`src/hdl/aec_pkg.sv`:
```
// Purpose: Shared constants and types for the extra conversion control block
// Assumes: 32-bit AHB-Lite register bus, one clock domain
// Notes: Register indexes are not word multiples, so byte address is index times four
package aec_pkg;

  // Register map (index and byte address)
  localparam logic [7:0] CTRL_IDX = 8'hB5;
  localparam logic [7:0] STAT_IDX = 8'hB4;
  localparam logic [31:0] CTRL_ADDR = {22'h000000, CTRL_IDX, 2'b00};
  localparam logic [31:0] STAT_ADDR = {22'h000000, STAT_IDX, 2'b00};
  localparam logic [7:0] CTRL_RST = 8'h00;

  // Control register fields
  localparam int unsigned REF_MSB = 7;
  localparam int unsigned REF_LSB = 6;
  localparam int unsigned DEC_MSB = 5;
  localparam int unsigned DEC_LSB = 4;
  localparam int unsigned CH_MSB = 3;
  localparam int unsigned CH_LSB = 0;
  localparam logic [3:0] CH_CLEARED = 4'h0;

  // Status register fields
  localparam int unsigned STAT_PEND_BIT = 0;
  localparam int unsigned STAT_CONV_BIT = 1;
  localparam int unsigned STAT_CH_LSB = 4;

  // Bus encodings
  localparam logic [1:0] HTRANS_IDLE = 2'h0;
  localparam logic [1:0] HRESP_OKAY = 2'h0;
  localparam logic [31:0] RDATA_ZERO = 32'h00000000;

  // Channel code boundaries
  localparam logic [3:0] CH_LAST_SINGLE = 4'h7;
  localparam logic [3:0] CH_LAST_DIFF = 4'hB;
  localparam logic [3:0] CH_GROUND = 4'hC;
  localparam logic [3:0] CH_POS_REF = 4'hD;
  localparam logic [3:0] CH_TEMP = 4'hE;

  // Decimation rates and resolutions
  localparam logic [9:0] DECIM_64 = 10'h040;
  localparam logic [9:0] DECIM_128 = 10'h080;
  localparam logic [9:0] DECIM_256 = 10'h100;
  localparam logic [9:0] DECIM_512 = 10'h200;
  localparam logic [3:0] RES_8 = 4'h8;
  localparam logic [3:0] RES_10 = 4'hA;
  localparam logic [3:0] RES_12 = 4'hC;
  localparam logic [3:0] RES_13 = 4'hD;

  typedef enum logic [1:0] {
    REF_INTERNAL_1V25 = 2'h0,
    REF_INPUT_SEVEN = 2'h1,
    REF_SUPPLY_PIN = 2'h2,
    REF_DIFF_SIX_SEVEN = 2'h3
  } aec_ref_e;

  typedef enum logic [1:0] {
    DEC_SEL_64 = 2'h0,
    DEC_SEL_128 = 2'h1,
    DEC_SEL_256 = 2'h2,
    DEC_SEL_512 = 2'h3
  } aec_dec_e;

  typedef enum logic [2:0] {
    SRC_SINGLE = 3'h0,
    SRC_DIFF = 3'h1,
    SRC_GROUND = 3'h2,
    SRC_POS_REF = 3'h3,
    SRC_TEMP = 3'h4,
    SRC_SUPPLY_THIRD = 3'h5
  } aec_src_e;

  // Gray coded along idle, wait, launch, convert
  typedef enum logic [1:0] {
    ST_IDLE = 2'b00,
    ST_WAIT = 2'b01,
    ST_LAUNCH = 2'b11,
    ST_CONV = 2'b10
  } aec_state_e;

  typedef struct packed {
    logic [3:0] channel;
    aec_ref_e refSel;
    aec_dec_e decSel;
  } aec_conv_s;

  typedef struct packed {
    aec_src_e kind;
    logic [2:0] posInput;
    logic [2:0] negInput;
    logic negUsed;
  } aec_route_s;

  typedef struct packed {
    logic [9:0] decimRate;
    logic [3:0] resolution;
  } aec_rate_s;

endpackage
```
`src/hdl/aec_decode.sv`:
```
// Purpose: Decodes a latched extra conversion request into input routing and rate
// Assumes: Purely combinational, registered by the caller
// Notes: Differential pairs always take the even input as the positive side
`timescale 1ns/1ns
`default_nettype none
module aec_decode
  import aec_pkg::*;
(
  // Request fields
  input wire aec_conv_s req,
  // Decoded view
  output aec_route_s route,
  output aec_rate_s rate
);

  wire logic isSingle;
  wire logic isDiff;
  wire aec_src_e specialKind;

  assign isSingle = (req.channel <= CH_LAST_SINGLE);
  assign isDiff = !isSingle && (req.channel <= CH_LAST_DIFF);
  assign specialKind = (req.channel == CH_GROUND) ? SRC_GROUND :
                       (req.channel == CH_POS_REF) ? SRC_POS_REF :
                       (req.channel == CH_TEMP) ? SRC_TEMP : SRC_SUPPLY_THIRD;

  assign route.kind = isSingle ? SRC_SINGLE : (isDiff ? SRC_DIFF : specialKind);
  assign route.posInput = isSingle ? req.channel[2:0] :
                          (isDiff ? {req.channel[1:0], 1'b0} : 3'h0);
  assign route.negInput = isDiff ? {req.channel[1:0], 1'b1} : 3'h0;
  assign route.negUsed = isDiff;

  assign rate.decimRate = (req.decSel == DEC_SEL_64) ? DECIM_64 :
                          (req.decSel == DEC_SEL_128) ? DECIM_128 :
                          (req.decSel == DEC_SEL_256) ? DECIM_256 : DECIM_512;
  assign rate.resolution = (req.decSel == DEC_SEL_64) ? RES_8 :
                           (req.decSel == DEC_SEL_128) ? RES_10 :
                           (req.decSel == DEC_SEL_256) ? RES_12 : RES_13;

endmodule
`default_nettype wire

```
`src/hdl/aec_extra_ctrl.sv`:
```
// Purpose: Extra conversion control register and launch sequencer behind AHB-Lite
// Assumes: Converter core reports sequence activity, busy and a done pulse
// Notes: Zero wait state slave; channel writes while a conversion is pending share one conversion
//
// The implementer's own choice: the AHB-Lite register port.
`timescale 1ns/1ns
`default_nettype none
// Notes on behaviour
// Reference field picks the extra reference
// Rate field sets decimation and resolution
// Convert held channel after sequence finishes
// Only a channel write requests conversion
// Idle converter starts at once on write
// Channel field clears when conversion completes
// Codes zero to six are single inputs; the code treats codes zero to seven as single inputs
// Remaining codes: input seven, pairs, specials; the code has code seven single, eight to eleven pairs, twelve up specials
// Pending request yields one conversion, latched
module aec_extra_ctrl
  import aec_pkg::*;
(
  // Clock and reset
  input wire logic ref_clk,
  input wire logic reset,
  // AHB-Lite slave
  input wire logic hsel,
  input wire logic [31:0] haddr,
  input wire logic [1:0] htrans,
  input wire logic hwrite,
  input wire logic [2:0] hsize,
  input wire logic [31:0] hwdata,
  input wire logic hready,
  output logic [31:0] hrdata,
  output logic hreadyout,
  output logic [1:0] hresp,
  // Converter core status
  input wire logic seqRunning,
  input wire logic coreBusy,
  input wire logic coreDone,
  // Converter core request
  output logic convStart,
  output aec_conv_s convReq,
  output aec_route_s convRoute,
  output aec_rate_s convRate,
  output logic extraBusy
);

  // Registers
  logic [7:0] ctrl_q;
  logic [7:0] ctrl_d;
  aec_state_e state_q;
  aec_state_e state_d;
  logic again_q;
  logic again_d;
  logic wrCtrl_q;
  logic [31:0] hrdata_q;
  logic [31:0] hrdata_d;
  logic hreadyout_q;
  logic convStart_q;
  aec_conv_s convReq_q;
  aec_conv_s convReq_d;
  aec_route_s convRoute_q;
  aec_rate_s convRate_q;
  logic extraBusy_q;

  // Bus decode
  wire logic addrPhase;
  wire logic hitCtrl;
  wire logic hitStat;
  wire logic wrCtrlAddr;
  wire logic chanWrite;
  wire logic [7:0] ctrlView;
  wire logic [7:0] statView;

  // Sequencer terms
  wire logic convActive;
  wire logic launchNow;
  wire logic doneNow;
  wire aec_conv_s liveReq;
  wire aec_route_s liveRoute;
  wire aec_rate_s liveRate;

  assign addrPhase = hsel && hready && htrans[1];
  assign hitCtrl = (haddr == CTRL_ADDR);
  assign hitStat = (haddr == STAT_ADDR);
  assign wrCtrlAddr = addrPhase && hwrite && hitCtrl;

  // Data phase of a control write; every such write carries the channel field
  assign chanWrite = wrCtrl_q;

  // Forward write data so a read right behind a write sees the new value
  assign ctrlView = wrCtrl_q ? hwdata[7:0] : ctrl_q;
  assign statView = {convReq_q.channel, 2'b00,
                     (state_q == ST_LAUNCH) || (state_q == ST_CONV),
                     (state_q == ST_WAIT) || again_q};

  assign hrdata_d = !(addrPhase && !hwrite) ? hrdata_q :
                    hitCtrl ? {24'h000000, ctrlView} :
                    hitStat ? {24'h000000, statView} : RDATA_ZERO;

  // Converter counts as active for both a running sequence and a busy core
  assign convActive = seqRunning || coreBusy;
  assign launchNow = (state_q == ST_LAUNCH);
  assign doneNow = (state_q == ST_CONV) && coreDone;

  // Fields are sampled at launch, not at the time of the write
  assign liveReq.channel = ctrl_q[CH_MSB:CH_LSB];
  assign liveReq.refSel = aec_ref_e'(ctrl_q[REF_MSB:REF_LSB]);
  assign liveReq.decSel = aec_dec_e'(ctrl_q[DEC_MSB:DEC_LSB]);

  aec_decode u_decode (
    .req(liveReq),
    .route(liveRoute),
    .rate(liveRate)
  );

  // Control register: bus write beats the hardware clear
  always_comb begin
    ctrl_d = ctrl_q;
    if (doneNow) begin
      ctrl_d[CH_MSB:CH_LSB] = CH_CLEARED;
    end
    if (chanWrite) begin
      ctrl_d = hwdata[7:0];
    end
  end

  // Sequencer
  always_comb begin
    state_d = state_q;
    again_d = again_q;
    case (state_q)
      ST_IDLE: begin
        if (chanWrite) begin
          state_d = convActive ? ST_WAIT : ST_LAUNCH;
        end
      end
      ST_WAIT: begin
        // Further writes here only refresh the fields; still one conversion
        if (!convActive) begin
          state_d = ST_LAUNCH;
        end
      end
      ST_LAUNCH: begin
        state_d = ST_CONV;
        if (chanWrite) begin
          again_d = 1'b1;
        end
      end
      ST_CONV: begin
        if (chanWrite) begin
          again_d = 1'b1;
        end
        if (coreDone) begin
          // A write that lands with the done is kept, not lost
          state_d = (again_q || chanWrite) ? ST_WAIT : ST_IDLE;
          again_d = 1'b0;
        end
      end
      default: begin
        state_d = ST_IDLE;
        again_d = 1'b0;
      end
    endcase
  end

  assign convReq_d = launchNow ? liveReq : convReq_q;

  always_ff @(posedge ref_clk) begin
    if (reset) begin
      ctrl_q <= CTRL_RST;
      state_q <= ST_IDLE;
      again_q <= 1'b0;
    end else begin
      ctrl_q <= ctrl_d;
      state_q <= state_d;
      again_q <= again_d;
    end
  end

  always_ff @(posedge ref_clk) begin
    if (reset) begin
      wrCtrl_q <= 1'b0;
      hrdata_q <= RDATA_ZERO;
      hreadyout_q <= 1'b1;
    end else begin
      wrCtrl_q <= wrCtrlAddr;
      hrdata_q <= hrdata_d;
      hreadyout_q <= 1'b1;
    end
  end

  // Request fields convReq, convRoute and convRate change only at launch so the core sees stable fields
  always_ff @(posedge ref_clk) begin
    if (reset) begin
      convStart_q <= 1'b0;
      convReq_q <= '0;
      convRoute_q <= '0;
      convRate_q <= '0;
      extraBusy_q <= 1'b0;
    end else begin
      convStart_q <= launchNow;
      convReq_q <= convReq_d;
      if (launchNow) begin
        convRoute_q <= liveRoute;
        convRate_q <= liveRate;
      end
      extraBusy_q <= (state_d != ST_IDLE);
    end
  end

  assign hrdata = hrdata_q;
  assign hreadyout = hreadyout_q;
  assign hresp = HRESP_OKAY;
  assign convStart = convStart_q;
  assign convReq = convReq_q;
  assign convRoute = convRoute_q;
  assign convRate = convRate_q;
  assign extraBusy = extraBusy_q;

endmodule
`default_nettype wire

```
`config.mk`:
```
export PLATFORM = sky130hd
export DESIGN_NAME = aec_extra_ctrl
export DESIGN_NICKNAME = d
export VERILOG_FILES = /design/src/hdl/aec_pkg.sv /design/src/hdl/aec_decode.sv /design/src/hdl/aec_extra_ctrl.sv
export SDC_FILE = /design/constraint.sdc
export NUM_CORES = 1
export LEC_CHECK = 0
export BUFFER_PORTS_ARGS = -buffer_cell sky130_fd_sc_hd__buf_2
export CAP_MARGIN = 10
export CORE_MARGIN = 2
export CORE_UTILIZATION = 30
export DETAILED_ROUTE_END_ITERATION = 10
export GPL_ROUTABILITY_DRIVEN = 0
export HOLD_SLACK_MARGIN = 0.05
export SETUP_SLACK_MARGIN = 0.3
export SYNTH_ARGS = -nofsm -noshare
export SYNTH_HDL_FRONTEND = slang
export SYNTH_SLANG_ARGS = --single-unit
```
`constraint.sdc`:
```
create_clock -name ref_clk -period 1.7 [get_ports ref_clk]
set_input_delay 0 -clock ref_clk [delete_from_list [all_inputs] [get_ports ref_clk]]
set_output_delay 0 -clock ref_clk [all_outputs]
set_load 0.05 [all_outputs]
```
==> results by group, run 1 <==
Synth
  • Mapped cell area: between 2000 and 2500 um^2
  • Ys async rst share: 0%
  • Synth Register Bits: 45
  • Post-synthesis sequential area ratio: between 40% and 50%
  • Synth Instances: 260
  • Yosys top cell by area: dfxtp_1
  • Yosys Warn Count: 0
  • Synth area leaders: dfxtp_1 (41%), buf_4 (14%), nand2_1 (6.5%)
  • Mean Syn Cell Area: ~8.4 um^2
  • Synth unique cells: 39
  • Top cell type's share of synthesized area: 41.4%
  • Dominant synthesized flop cell: dfxtp_1
  • EDFF count, synth: 0

Worst setup path
  • CP Data Required Time: around 1.9 ns
  • Flop2flop setup slack: about 0.46 ns
  • CP peak stage delay: 0.53 ns
  • Worst setup EP type: flip-flop
  • R2r worst-path depth: 5
  • Crit path depth: 6
  • Arr. time, crit path: approximately 1.5 ns
  • Kind of cell adding the most delay to the critical path: buffers and inverters
  • RR Endpoint: convRate[12]
  • Crit-path max FO: 6
  • Slowest CP cell: dlygate4sd3_1
  • Worst reg2reg startpoint: state_q[1]
  • WS Path Type: in2reg
  • Critical path startpoint category: primary input
  • Crit path buffers/inverters: 2
  • Beginning of the critical path: hwrite
  • Worst path cell trace: dlygate4sd3_1 > buf_2 > and4b_1 > nand2b_2 > a311o_1 > o32ai_1

Clock network
  • Root buf cell: clkbuf_8
  • CTS Sinks: 45
  • Setup Fix Bufs, Post-CTS: 0
  • Clk buf depth: 2
  • CTS tree: done
  • H-tree levels: 2
  • Clk Latency, worst-skew pair: roughly 0.30 ns
  • Cts bufs inserted: 5
  • Clock slew at reported path FFs: ~0.08 ns

Placed design
  • Detailed Place HPWL: between 3000 and 4000 um
  • PortBufs: 84

STA
  • Min Tclk post-route: 1.29 ns
  • RSZ-0062 raised after global routing: yes
  • Setup TNS: 0 ns
  • Final Cycle Share: 76.1%
  • Final hold vios: 0
  • FMAX: 773 MHz
  • Setup violators final: 0
  • Layout Skew: 0.00247 ns
  • Count of final max-slew check failures: 0
  • Fin Hold WS: approximately 0.075 ns

Floorplanning
  • Core area: 7140 um^2
  • Die ar.: 7960 um^2
  • Starting Density: a little under a third
  • Std-Cell Rows: 31
  • Die Y-Extent: about 89 um
  • Die Wd: 89.2 um
  • Top Ports: 146

Run
  • Max-cap violations: 0

Layout
  • Area of the multi-input gates: roughly 1000 um^2
  • Share of layout cells above drive strength 1: 31.1%
  • Area Growth Syn to Fin: 25.1%
  • Number of fill cells: between 700 and 800
  • Nets: 420
  • Register area: ~900 um^2
  • Commonest non-fill, non-tap cell in the layout: buf_2
  • Commonest cells after routing, fill and taps aside: buf_2 (84), dfxtp_1 (43), nand2_1 (37)
  • Antenna Cells: 0

Hold path
  • Worst min path class: in2reg
  • Hold Startpoint: haddr[2]
  • Min-Delay Path Depth: 2
  • Worst hold endpoint: chanWrite

Global routing
  • GRT Total Usage: between 10% and 20%
  • Largest net degree at the start of global routing: 24
  • Initial antenna violation count: 0
  • Global route overflow: 0
  • Vias in the first global route: 1792
  • First-pass GRT wire length: 8360 um

Status
  • Result of the run: completed

Power and ir drop
  • Power density cells: about 730 nW/um^2
  • Maximum vdd drop: between 0.3 and 0.4 mV
  • Final total power: between 1.5 and 2 mW
  • LEAKAGE: 1.20 nW

Routing
  • TritonRoute pass-1 iters: 4
  • Initial DRC count: 75
  • DRC viols: 0
  • Vias: between 1500 and 2000
  • Antenna Violating Nets Remaining: 0
  • Vias per cell: roughly 4.4
  • Total Routed Length: roughly 5300 um
  • Routed wire per std cell: between 10 and 15 um
final cells by class:
cell class	instances	share of cell area [%]
clock buffers	6	2.66
clock inverters	2	0.367
inverters	3	0.413
multi-input cells	187	37.6
flip-flops and latches	45	33.1
well taps	99	4.55
repair buffers	101	21.2
worst reg2reg max path: stages (launching register included):
cell and delay (ns):
dfxtp_2 0.43, nand2_2 0.19, buf_4 0.23, nor3b_1 0.20, a21oi_1 0.06, nor2_1 0.08
worst max path at each step:
stage	end	slack, ns
after floorplan	hrdata[7]	0.35
after global placement	convRate[12]	0.24
after detailed placement	convRate[12]	0.21
after CTS	convReq[6]	0.31
after global routing	convRate[1]	0.29
final	hrdata[0]	0.41
registers in the layout, summed over array words and instances, names as in the netlist:
signal,flops
chanWrite,1
convRoute,9
convRate,6
again_q,1
hrdata,8
extraBusy,1
state_q,2
convStart,1
convReq,8
ctrl_q,8
per-stage QoR:
step	instance area (um^2)	std cells	setup slack (ns)	util, %
global route	2730	443	0.294	38.2
finish	2730	443	0.407	38.2
global placement	2510	423	0.243	35.2
floorplan	2290	291	0.350	-
CTS	2720	443	0.311	38.1
detailed placement	2510	423	0.210	35.2
synth_stat cells, types with 3 or more instances:
cell and count:
dfxtp_1 45, buf_4 40, nand2_1 38, a21oi_1 27
nor2_1 19, clkbuf_1 13, o21ai_0 8, nand2b_1 7
o32ai_1 6, mux2i_1 5, nor2b_1 5, nor4_1 5
nor3_1 4, inv_1 3, nand3_1 3
report_power, final:
part	switching (mW)	internal, mW
logic	0.217	0.0730
registers	0.00000000000958	1.05
clock network	0.369	0.286
routing by layer:
layer	global-route usage, %	up-vias	part of all wire, %
li1	-	975	-
met1	16.9	892	46
met2	22.7	58	48
met3	2.95	7	5.1
met4	5.70	0	1.4
met5	0	-	0
kinds of logic after synthesis:
family | share of synthesized area [%]
simple gates | 25.4
mux | 2.30
other cells | 0.345
compound gates | 13.4
buf+inv | 17.2
flops | 41.4
repair_timing:
action | in CTS | in global routing
resized for setup | 2 | 3
endpoints found under the setup margin | 14 | 16
hold buffers | 12 | 0
hold endpoints to repair | 10 | 0
Power figures use the tool's default switching activity.
==> run 2, diff against run 1 <==
clock period = 1.2 ns   (was 1.7 ns; I/O delays follow)
==> run 2 against run 1 <==
First-iteration DRC count rose by 52%. Count of clock-buffer cells in the layout up 1. Die area unchanged. Setup slack got worse by 0.35 ns. Cell count grew 7.0%. Power grew 48%. Largest power group unchanged.
==> results by group, run 2 (same netlist as run 1, synthesis figures left out) <==
Routing
  • Vias per cell: 4.45 (+2.0%)
  • Routed wire per std cell: 13.0 um (+8.7%)
  • Total Routed Length: 6170 um (+16%)
  • TritonRoute pass-1 iters: 4 (unchanged)
  • Initial DRC count: 114 (+52%)
  • Vias: 2109 (+9.2%)
  • Antenna Violating Nets Remaining: 0 (unchanged)
  • DRC viols: 0 (unchanged)

Clock network
  • Clk Latency, worst-skew pair: 0.30 ns (about the same)
  • Cts bufs inserted: 5 (unchanged)
  • Clock slew at reported path FFs: 0.08 ns (about the same)
  • CTS tree: done
  • H-tree levels: 2 (unchanged)
  • Root buf cell: clkbuf_8
  • Clk buf depth: 2 (unchanged)
  • CTS Sinks: 45 (unchanged)

Power and ir drop
  • LEAKAGE: 1.53 nW (+28%)
  • Share of power burned in the clock network: 35.0% (+2.2 points)
  • Switching Share: 28.5% (-0.87 points)
  • Power density cells: 836 nW/um^2 (+14%)
  • Seq pwr share: 50.1% (-2.6 points)
  • Final total power: 2.96 mW (+48%)
  • Logic pwr share: 14.9% (+0.4 points)
  • Internal power: 2.12 mW (+50%)
  • Maximum vdd drop: 0.444 mV (+43%)
  • Psw: 843 uW (+44%)

Floorplanning
  • Die Y-Extent: 89.2 um (unchanged)
  • Die ar.: 7960 um^2 (unchanged)
  • Core area: 7140 um^2 (unchanged)
  • Starting Density: 30.5% (unchanged)
  • Top Ports: 146 (unchanged)
  • Std-Cell Rows: 31 (unchanged)
  • Die Wd: 89.2 um (unchanged)

Worst setup path
  • Arr. time, crit path: 1.34 ns (-0.16 ns)
  • Worst setup EP type: flip-flop
  • WS Path Type: reg2reg
  • Critical path startpoint category: flip-flop
  • Crit-path max FO: 6 (unchanged)
  • CP Data Required Time: 1.39 ns (-0.52 ns)

Placed design
  • Detailed Place HPWL: 4240 um (+7.3%)
  • PortBufs: 84 (unchanged)

STA
  • Final Cycle Share: a little over nine tenths
  • Final hold vios: 0 (unchanged)
  • Fin Hold WS: 0.0448 ns (-0.0301 ns)
  • Layout Skew: 0.00243 ns (-0.0000377 ns)
  • RSZ-0062 raised after global routing: yes
  • Min Tclk post-route: around 1.1 ns
  • FMAX: 874 MHz
  • Count of final max-slew check failures: 0 (unchanged)
  • Setup violators final: 0 (unchanged)

Layout
  • Area Growth Syn to Fin: 62.7%
  • Antenna Cells: 0 (unchanged)
  • Share of layout cells above drive strength 1: 56.3% (+25 points)
  • Nets: 451 (+7.4%)
  • Commonest cells after routing, fill and taps aside: buf_2 (50), buf_4 (41), conb_1 (33)
  • Number of fill cells: 701 (-9.2%)
  • Commonest non-fill, non-tap cell in the layout: buf_2
  • Largest register FFs: 9 (unchanged)

Global routing
  • Largest net degree at the start of global routing: 21 (-13%)
  • Vias in the first global route: 1970 (+9.9%)
  • GRT Total Usage: 15.6% (+2.0 points)
  • Global route overflow: 0 (unchanged)
  • Initial antenna violation count: 0 (unchanged)
  • First-pass GRT wire length: 9440 um (+13%)

Hold path
  • Worst min path class: in2reg

Status
  • Result of the run: completed

Run
  • Max-cap violations: 0 (unchanged)
## run 2: cell count changes in the layout (fill, tap and decap cells not counted), sizes merged
cell,before,now
buf,89,118
clkbuf,6,8
clkinv,2,1
nand4,3,4
## run 2: metal layers
metal	vias up	global-route usage, %	share of wire (%)
met2	54	25.7	52
li1	1048	-	-
met4	0	5.56	1.2
met5	-	0	0
met1	999	20.0	43
met3	8	3.79	4.5
## run 2: power by group through the flow
| stage | Clock [mW] | Sequential, mW | Combinational, mW |
|---|---|---|---|
| after global routing | 1.13 | 1.48 | 0.468 |
| after detailed placement | 0 | 1.53 | 0.387 |
| after floorplan | 0 | 1.53 | 0.363 |
| after CTS | 1.07 | 1.48 | 0.426 |
| after global placement | 0 | 1.53 | 0.385 |
| final | 1.04 | 1.48 | 0.440 |
## run 2: cell type report
cell class	count	area, um^2	share of cell area (%)
multi-input combinational	188	1370	38.8
clock inverter	1	5.00	0.141
timing repair buffer	131	1010	28.4
sequential	45	926	26.1
tap	99	124	3.50
inverter	3	11.3	0.318
clock buffer	7	96.3	2.72
## run 2: timing repair
action	CTS	global route
resized for setup	92	54
setup buffers	6	5
hold buffers	12	0
pin swaps	25	18
cloned	1	0
endpoints found under the hold margin	14	0
setup endpoints to repair	77	53
## run 2: final timing paths
kind / end / depth (start not counted) / slack (ns) / startpoint
min reg2reg: hrdata[2] / 2 / 0.45 / hrdata[2]
max: hrdata[6] / 5 / 0.06 / chanWrite
max reg2reg: hrdata[6] / 5 / 0.06 / chanWrite
min: ctrl_q[0] / 4 / 0.04 / hwdata[0]
## run 2: through the flow
| step | setup WS (ns) | area, um^2 | utilization (%) | TNS, ns | std cells |
|---|---|---|---|---|---|
| after global placement | -0.160 | 2740 | 38.4 | -1.31 | 442 |
| after detailed placement | -0.209 | 2740 | 38.4 | -1.78 | 442 |
| after CTS | 0.0610 | 3300 | 46.2 | 0 | 469 |
| final | 0.0561 | 3540 | 49.6 | 0 | 474 |
| after floorplan | 0.00119 | 2440 | - | 0 | 291 |
| after global routing | 0.00365 | 3540 | 49.6 | 0 | 474 |
## run 2: critical path, cell delays in order, from the launching register on
cell and delay, ns:
dfxtp_4 0.41, buf_6 0.13, mux2i_4 0.23, nand2_1 0.09
o21ai_2 0.09, o32ai_2 0.09
